===== config.mk =====
export PLATFORM = sky130hd
export DESIGN_NAME = change_of_state_input_port
export DESIGN_NICKNAME = d
export VERILOG_FILES = /design/src/common/cos_pkg.sv /design/src/verilog/cos_sync.sv /design/src/verilog/change_of_state_input_port.sv
export SDC_FILE = /design/constraint.sdc
export NUM_CORES = 1
export LEC_CHECK = 0
export ABC_AREA = 1
export BUFFER_PORTS_ARGS = -buffer_cell sky130_fd_sc_hd__buf_4
export CORE_MARGIN = 2
export CORE_UTILIZATION = 25
export DETAILED_ROUTE_END_ITERATION = 10
export GPL_TIMING_DRIVEN = 0
export PLACE_DENSITY_LB_ADDON = 0.2
export SLEW_MARGIN = 10
export SYNTH_ARGS = -nofsm -noshare
export SYNTH_HDL_FRONTEND = slang
export SYNTH_SLANG_ARGS = --single-unit

===== constraint.sdc =====
create_clock -name ref_clk_i -period 1.3 [get_ports ref_clk_i]
set_input_delay 0.13 -clock ref_clk_i [delete_from_list [all_inputs] [get_ports ref_clk_i]]
set_output_delay 0.13 -clock ref_clk_i [all_outputs]
set_load 0.005 [all_outputs]

===== src/common/cos_pkg.sv =====
// Shared constants and types for the change-of-state input port
package cos_pkg;
  // ==========================================================
  // Widths and reset values
  localparam int          PORT_WIDTH    = 8;
  localparam logic [7:0]  CAPTURE_RESET = 8'h00;
  localparam logic [7:0]  DATA_RESET    = 8'h00;
  // Host strobe bundle: {port_select_n, read_strobe_n, source_select}
  localparam int          STROBE_WIDTH  = 3;
  localparam int          STB_SEL_N     = 2;
  localparam int          STB_RD_N      = 1;
  localparam int          STB_SRC       = 0;
  localparam logic [2:0]  STROBE_RESET  = 3'h6;
  // ==========================================================
  // Read source encoding on the select bit
  localparam logic        SRC_CAPTURED  = 1'b0;
  localparam logic        SRC_LIVE      = 1'b1;
  // ==========================================================
  // Host read cycle states
  typedef enum logic [1:0]
  {
    ST_IDLE = 2'b01,
    ST_READ = 2'b10
  } read_state_t;
endpackage


===== src/verilog/cos_sync.sv =====
// Three-stage pin synchroniser with agreement filter
`timescale 1ns/100ps
module cos_sync #(
  parameter int               WIDTH       = 8,
  parameter logic [WIDTH-1:0] RESET_VALUE = '0
) (
  input  wire logic             ref_clk_i,
  input  wire logic             rst_n_i,
  input  wire logic [WIDTH-1:0] pin_i,
  output logic      [WIDTH-1:0] stable_o
);
  // ==========================================================
  // Stages and filtered value
  logic [WIDTH-1:0] stage1;
  logic [WIDTH-1:0] stage2;
  logic [WIDTH-1:0] stage3;
  logic [WIDTH-1:0] filtered;
  logic [WIDTH-1:0] next_filtered;

  // Per bit, accept a new level once stages two and three agree
  always_comb
  begin
    for (int b = 0; b < WIDTH; b++)
    begin
      next_filtered[b] = (stage2[b] == stage3[b]) ? stage3[b] : filtered[b];
    end
  end

  // Register the chain
  always_ff @(posedge ref_clk_i)
  begin
    if (!rst_n_i)
    begin
      stage1   <= RESET_VALUE;
      stage2   <= RESET_VALUE;
      stage3   <= RESET_VALUE;
      filtered <= RESET_VALUE;
    end
    else
    begin
      stage1   <= pin_i;
      stage2   <= stage1;
      stage3   <= stage2;
      filtered <= next_filtered;
    end
  end

  assign stable_o = filtered;
endmodule


===== src/verilog/change_of_state_input_port.sv =====
// Change-of-state input port with interrupt and captured state
//
// Contract
// - Any monitored input differing from captured state flags a change.
// - A detected change sets the change interrupt latch toward the host.
// - Latch rising captures all eight monitored inputs into holding registers.
// - Select, read and source bit low put captured registers on the bus.
// - Reading captured state clears the latch unless another change happened.
// - Selected read with source bit high drives live input levels.
`timescale 1ns/100ps
module change_of_state_input_port #(
  parameter int WIDTH = cos_pkg::PORT_WIDTH
) (
  input  wire logic             ref_clk_i,
  input  wire logic             rst_n_i,
  input  wire logic [WIDTH-1:0] monitored_inputs_i,
  input  wire logic             port_select_n_i,
  input  wire logic             read_strobe_n_i,
  input  wire logic             source_select_bit_i,
  output logic      [WIDTH-1:0] host_data_bus_o,
  output logic                  host_data_bus_oe_o,
  output logic                  change_interrupt_o
);

  // ==========================================================
  // Synchronised pins
  logic [WIDTH-1:0]                 live;
  logic [cos_pkg::STROBE_WIDTH-1:0] strobes;
  logic                             selected;
  logic                             src_bit;

  // Monitored inputs
  cos_sync #(
    .WIDTH       (WIDTH),
    .RESET_VALUE ('0)
  ) u_input_sync (
    .ref_clk_i (ref_clk_i),
    .rst_n_i   (rst_n_i),
    .pin_i     (monitored_inputs_i),
    .stable_o  (live)
  );

  // Host strobes, idle level at reset
  cos_sync #(
    .WIDTH       (cos_pkg::STROBE_WIDTH),
    .RESET_VALUE (cos_pkg::STROBE_RESET)
  ) u_strobe_sync (
    .ref_clk_i (ref_clk_i),
    .rst_n_i   (rst_n_i),
    .pin_i     ({port_select_n_i, read_strobe_n_i, source_select_bit_i}),
    .stable_o  (strobes)
  );

  // Decode a selected read
  assign selected = !strobes[cos_pkg::STB_SEL_N] &&
                    !strobes[cos_pkg::STB_RD_N];
  assign src_bit  = strobes[cos_pkg::STB_SRC];

  // ==========================================================
  // State
  cos_pkg::read_state_t state;
  cos_pkg::read_state_t next_state;
  logic                 read_src;
  logic                 next_read_src;
  logic [WIDTH-1:0]     captured;
  logic [WIDTH-1:0]     next_captured;
  logic                 int_latch;
  logic                 next_int_latch;
  logic [WIDTH-1:0]     data;
  logic [WIDTH-1:0]     next_data;
  logic                 mismatch;
  logic                 read_done;

  // Non-equality compare, both edge directions
  assign mismatch  = (live != captured);
  // End of a read of the captured registers
  assign read_done = (state == cos_pkg::ST_READ) && !selected &&
                     (read_src == cos_pkg::SRC_CAPTURED);

  // Read cycle sequencing and output data
  always_comb
  begin
    next_state    = state;
    next_read_src = read_src;
    unique case (state)
      cos_pkg::ST_IDLE:
      begin
        if (selected)
        begin
          next_state    = cos_pkg::ST_READ;
          next_read_src = src_bit;
        end
      end
      cos_pkg::ST_READ:
      begin
        if (!selected)
        begin
          next_state = cos_pkg::ST_IDLE;
        end
      end
    endcase
    // Source mux, captured or live
    if (next_read_src == cos_pkg::SRC_LIVE)
    begin
      next_data = live;
    end
    else
    begin
      next_data = captured;
    end
  end

  // Interrupt latch and capture
  always_comb
  begin
    next_int_latch = int_latch;
    next_captured  = captured;
    if (read_done)
    begin
      if (mismatch)
      begin
        // New change pending: latch stays, fresh capture
        next_int_latch = 1'b1;
        next_captured  = live;
      end
      else
      begin
        next_int_latch = 1'b0;
      end
    end
    else if (mismatch && !int_latch)
    begin
      next_int_latch = 1'b1;
      next_captured  = live;
    end
  end

  // Register all state
  always_ff @(posedge ref_clk_i)
  begin
    if (!rst_n_i)
    begin
      state     <= cos_pkg::ST_IDLE;
      read_src  <= cos_pkg::SRC_CAPTURED;
      captured  <= cos_pkg::CAPTURE_RESET;
      int_latch <= 1'b0;
      data      <= cos_pkg::DATA_RESET;
    end
    else
    begin
      state     <= next_state;
      read_src  <= next_read_src;
      captured  <= next_captured;
      int_latch <= next_int_latch;
      data      <= next_data;
    end
  end

  // ==========================================================
  // Outputs
  assign host_data_bus_o    = data;
  assign host_data_bus_oe_o = (state == cos_pkg::ST_READ);
  assign change_interrupt_o = int_latch;
endmodule


==> out/results.txt <==
In this run the remaining antenna-violating nets after routing total 0. Across the VDD grid, the largest voltage drop is 0.681 mV. The number of max-capacitance violations reported was 0; the required arrival time at the worst endpoint was 1.54 ns.

The tools report the number of slew-limit violations in the final report as 0. The layout filler cell count was 897; the power density over the cells was 1790 nW/µm². Summing the sequential cell areas from Yosys gives 58.2% of the chip area. The synthesized design devotes to its leading area cell type 58.2% of total area. For the cell area after technology mapping, the log shows 2200 µm². The tree built by TritonCTS fans out to 64 sinks. The vias after detailed routing came out at 1701. The final cell count without fillers is 430, and the leakage component of the power is 1.39 nW. The number of nets in the synthesized netlist is 280. The die covers 9580 µm².

In this run the worst setup path begins at u_input_sync.stable_o[7]. Before antenna repair, the detailed router went through 4 iterations. The via count of the first global-routing pass came out at 1588. The launch instance of the worst min-delay path was rst_n_i. After routing the design area is 2960 µm². The worst pin sits at a relative slew slack of 63.4%.

The transition time at the pin with the least slew margin was 0.549 ns. Cell type group with the largest total delay on the critical path: simple AND/OR/NAND/NOR gates. Across the routed clock network, the largest skew measured is 0.00839 ns. The total count of hold-check failures in the final report came out at 0. The count of warnings emitted by yosys is 0.

The endpoint identified for the worst register-to-register timing path is captured[6]. The initial antenna violation count came out at 0. At the end of routability-driven placement, the weighted congestion stood at 0.758. The instance count along the most critical hold path was 3; the setup slack on the worst flop-to-flop path was 0.05 ns. Global routing consumed, on the met3 layer, 4.37% of the routing resources. Counting along the longest clock path gives a buffer depth of 2. Once detailed placement completed, the half-perimeter wirelength came to 2720 µm.

After detailed placement, the total cell area comes to 2490 µm². For met1 alone, demand over resource in global routing was 12.1%. The first global-routing pass estimated 7220 µm of wire. Slowest library cell on the worst path: sky130_fd_sc_hd__dfxtp_2. For this run, the top clock speed supported by timing is 801 MHz. In this design, the stage delay of the slowest critical-path cell is 0.35 ns. Counting flops and latches in the post-synthesis netlist gives 64. Global routing consumed, on the met2 layer, 14.2% of the routing resources. Global routing used 9.73% of the available tracks across all layers. In the layout the commonest cells are sky130_fd_sc_hd__nand2_1 (53), sky130_fd_sc_hd__dfxtp_1 (51), sky130_fd_sc_hd__inv_1 (44). Setup repair after global routing could not meet its margin everywhere. Registers take 1300 µm². In this run the horizontal extent of the chip is 97.9 µm.

The H-tree depth reported by CTS was 3; the average wire per standard cell was 10.0 µm. The number of buffer and inverter stages on the critical path was 1. Dividing the detail-routed via count by the number of cells gives 3.96. The sum of overflow across all layers after global routing came out at 0.

For this configuration, the core starts out at a cell density of 25.5%. In this run, CTS created clock tree buffers numbering 9. TritonCTS built the clock tree. Of all cell types, the one taking the most synthesized area is sky130_fd_sc_hd__dfxtp_1.

The commonest non-fill, non-tap cell in the layout is sky130_fd_sc_hd__nand2_1. The later-pin clock latency in the skew report is 0.34 ns. Number of cells on the worst reg-to-reg path: 7. The average instance area after synthesis is 8.25 µm², and the final-stage net count is 330. The floorplan has 34 rows. The worst register-to-register path begins at u_input_sync.stable_o[7]. The flow ran to the end, and the final reports show no timing, DRC or antenna violations. Area occupied by multi-input gates: 764 µm². The critical path is of the flop to flop type. The signal on the critical path passes through xnor2_2 -> nand2_1 -> nor2_2 -> nand2_2 -> buf_6 -> a21oi_1 -> nor2_1. Area overhead of the layout relative to synthesis: 34.4%. The total area inside the core boundary comes to 8640 µm². For the finished layout, the period the worst path requires is 1.25 ns.

Ranked by total cell area, the synthesized netlist is headed by sky130_fd_sc_hd__dfxtp_1 (58%), sky130_fd_sc_hd__nand2_1 (9.4%), sky130_fd_sc_hd__inv_1 (7.5%). Summed over all layers, the routed wires come to 4300 µm. The floorplan step set the die height to 97.9 µm. The tightest min-delay check is of the input pin to flop type. The quantity of I/O buffers inserted on ports is 21.

0 antenna diodes ended up in the layout. The endpoint arrival time on the critical path came out at 1.49 ns. The maximum fanout along the worst path was 10; the number of instances in the synthesized netlist was 267. The most used routing layer in global routing was met2. In this run the clock root is driven by a sky130_fd_sc_hd__clkbuf_8. The setup violation total in the final timing report came out at 0. The endpoint type of the worst setup path is a flop. The DRC violation total after the first TritonRoute iteration is 69, and the residual DRC count is 0. The worst setup path is launched from a flop. The share of layout cells above drive strength 1 works out to 26.4%. Entering global routing, the biggest net connects 13 pins.

The number of cells in the design after placement was 396; the number of different library cells in the post-synthesis netlist was 17. The path with the worst hold slack has its endpoint at host_data_bus_o[3]. Clock-pin slew was measured on the worst setup and hold paths at 0.07 ns. The run gives 23 as the number of placed I/O pins. The final critical path takes up 96.1% of the cycle.
[power breakdown]
part           leakage (nW)  internal [W]  switching (W)  total, W
combinational         0.760      0.000595       0.000560   0.00116
sequential            0.528       0.00216       0.000112   0.00227
clock                 0.101       0.00108       0.000791   0.00187
[logic make-up after synthesis]
group                     Yosys count  share of synthesized area [%]
buffers and inverters              54                           10.3
DFF                                64                           58.2
and+or+nand+nor                    96                           18.1
AOI/OAI and AO/OA                  48                           11.4
xor gates and xnor gates            5                           1.99
[how the worst max path moves through the flow]
stage          cells after the start            endpoint  slack [ns]
6_report                           7         captured[6]        0.05
5_1_grt                            8         captured[3]       -0.08
4_1_cts                            5  host_data_bus_o[6]        0.02
3_5_place_dp                       4  host_data_bus_o[6]       -0.17
3_3_place_gp                       4  host_data_bus_o[6]       -0.17
2_1_floorplan                      7         captured[0]        0.14
[worst reg2reg max path, stage by stage (launching register included)]
cell                      delay, ns
sky130_fd_sc_hd__dfxtp_2       0.35
sky130_fd_sc_hd__xnor2_2       0.16
sky130_fd_sc_hd__nand2_1       0.09
sky130_fd_sc_hd__nor2_2        0.14
sky130_fd_sc_hd__nand2_2       0.08
sky130_fd_sc_hd__buf_6         0.15
sky130_fd_sc_hd__a21oi_1       0.13
sky130_fd_sc_hd__nor2_1        0.06
[Yosys cell counts]
| master | n |
|---|---|
| sky130_fd_sc_hd__dfxtp_1 | 64 |
| sky130_fd_sc_hd__nand2_1 | 55 |
| sky130_fd_sc_hd__inv_1 | 44 |
| sky130_fd_sc_hd__a21oi_1 | 27 |
| sky130_fd_sc_hd__nor2_1 | 21 |
| sky130_fd_sc_hd__o21ai_0 | 20 |
| sky130_fd_sc_hd__nand3_1 | 10 |
| sky130_fd_sc_hd__or2_2 | 6 |
| sky130_fd_sc_hd__xnor2_1 | 5 |
| sky130_fd_sc_hd__clkbuf_1 | 4 |
| sky130_fd_sc_hd__buf_6 | 3 |
| sky130_fd_sc_hd__inv_2 | 2 |
| sky130_fd_sc_hd__nor2_2 | 2 |
| sky130_fd_sc_hd__buf_2 | 1 |
| sky130_fd_sc_hd__nand2_2 | 1 |
| sky130_fd_sc_hd__nand3b_1 | 1 |
| sky130_fd_sc_hd__o21ai_4 | 1 |
[final cells by class]
type / count / share of cell area [%]
clock inverter: 7 / 3.26
sequential: 64 / 43.8
inverter: 46 / 5.92
clock buffer: 9 / 4.19
tap: 108 / 4.57
buffer: 8 / 1.82
timing repair buffer: 37 / 10.3
timing repair inverter: 1 / 0.254
multi-input combinational: 150 / 25.8
[metrics by stage]
step                      hold WS (ns)  worst slack [ns]  setup TNS [ns]  power (W)  utilization [%]
after floorplan                  0.228             0.137               0    0.00299                -
after global placement           0.309            -0.170           -1.55    0.00330             28.9
after detailed placement         0.313            -0.172           -2.01    0.00331             28.9
after CTS                        0.295            0.0210               0    0.00532             33.3
after global routing             0.368           -0.0822          -0.653    0.00564             34.3
final                            0.293            0.0511               0    0.00530             34.3
[state kept, by name, summed over array words and instances (netlist names)]
register and cells:
change_interrupt_o 1, u_strobe_sync.stage1 3, u_strobe_sync.stage2 3, u_strobe_sync.stable_o 3, u_input_sync.stable_o 8, u_input_sync.stage3 8, read_src 1, u_strobe_sync.stage3 3
u_input_sync.stage1 8, host_data_bus_o 8, captured 8, u_input_sync.stage2 8, state 2
[per-layer routing]
layer,wire (µm),up-vias
met5,0,-
met4,95,0
met3,230,9
met2,1920,26
met1,2060,751
li1,-,915
[repair_timing]
action,4_1_cts,5_1_grt
pin swaps,3,7
resized for setup,7,25
cloned,1,1
hold endpoints to repair,11,0
endpoints found under the setup margin,14,16
setup buffers,4,1
hold buffers,11,0
No activity file was read; power rests on OpenSTA's default activity.
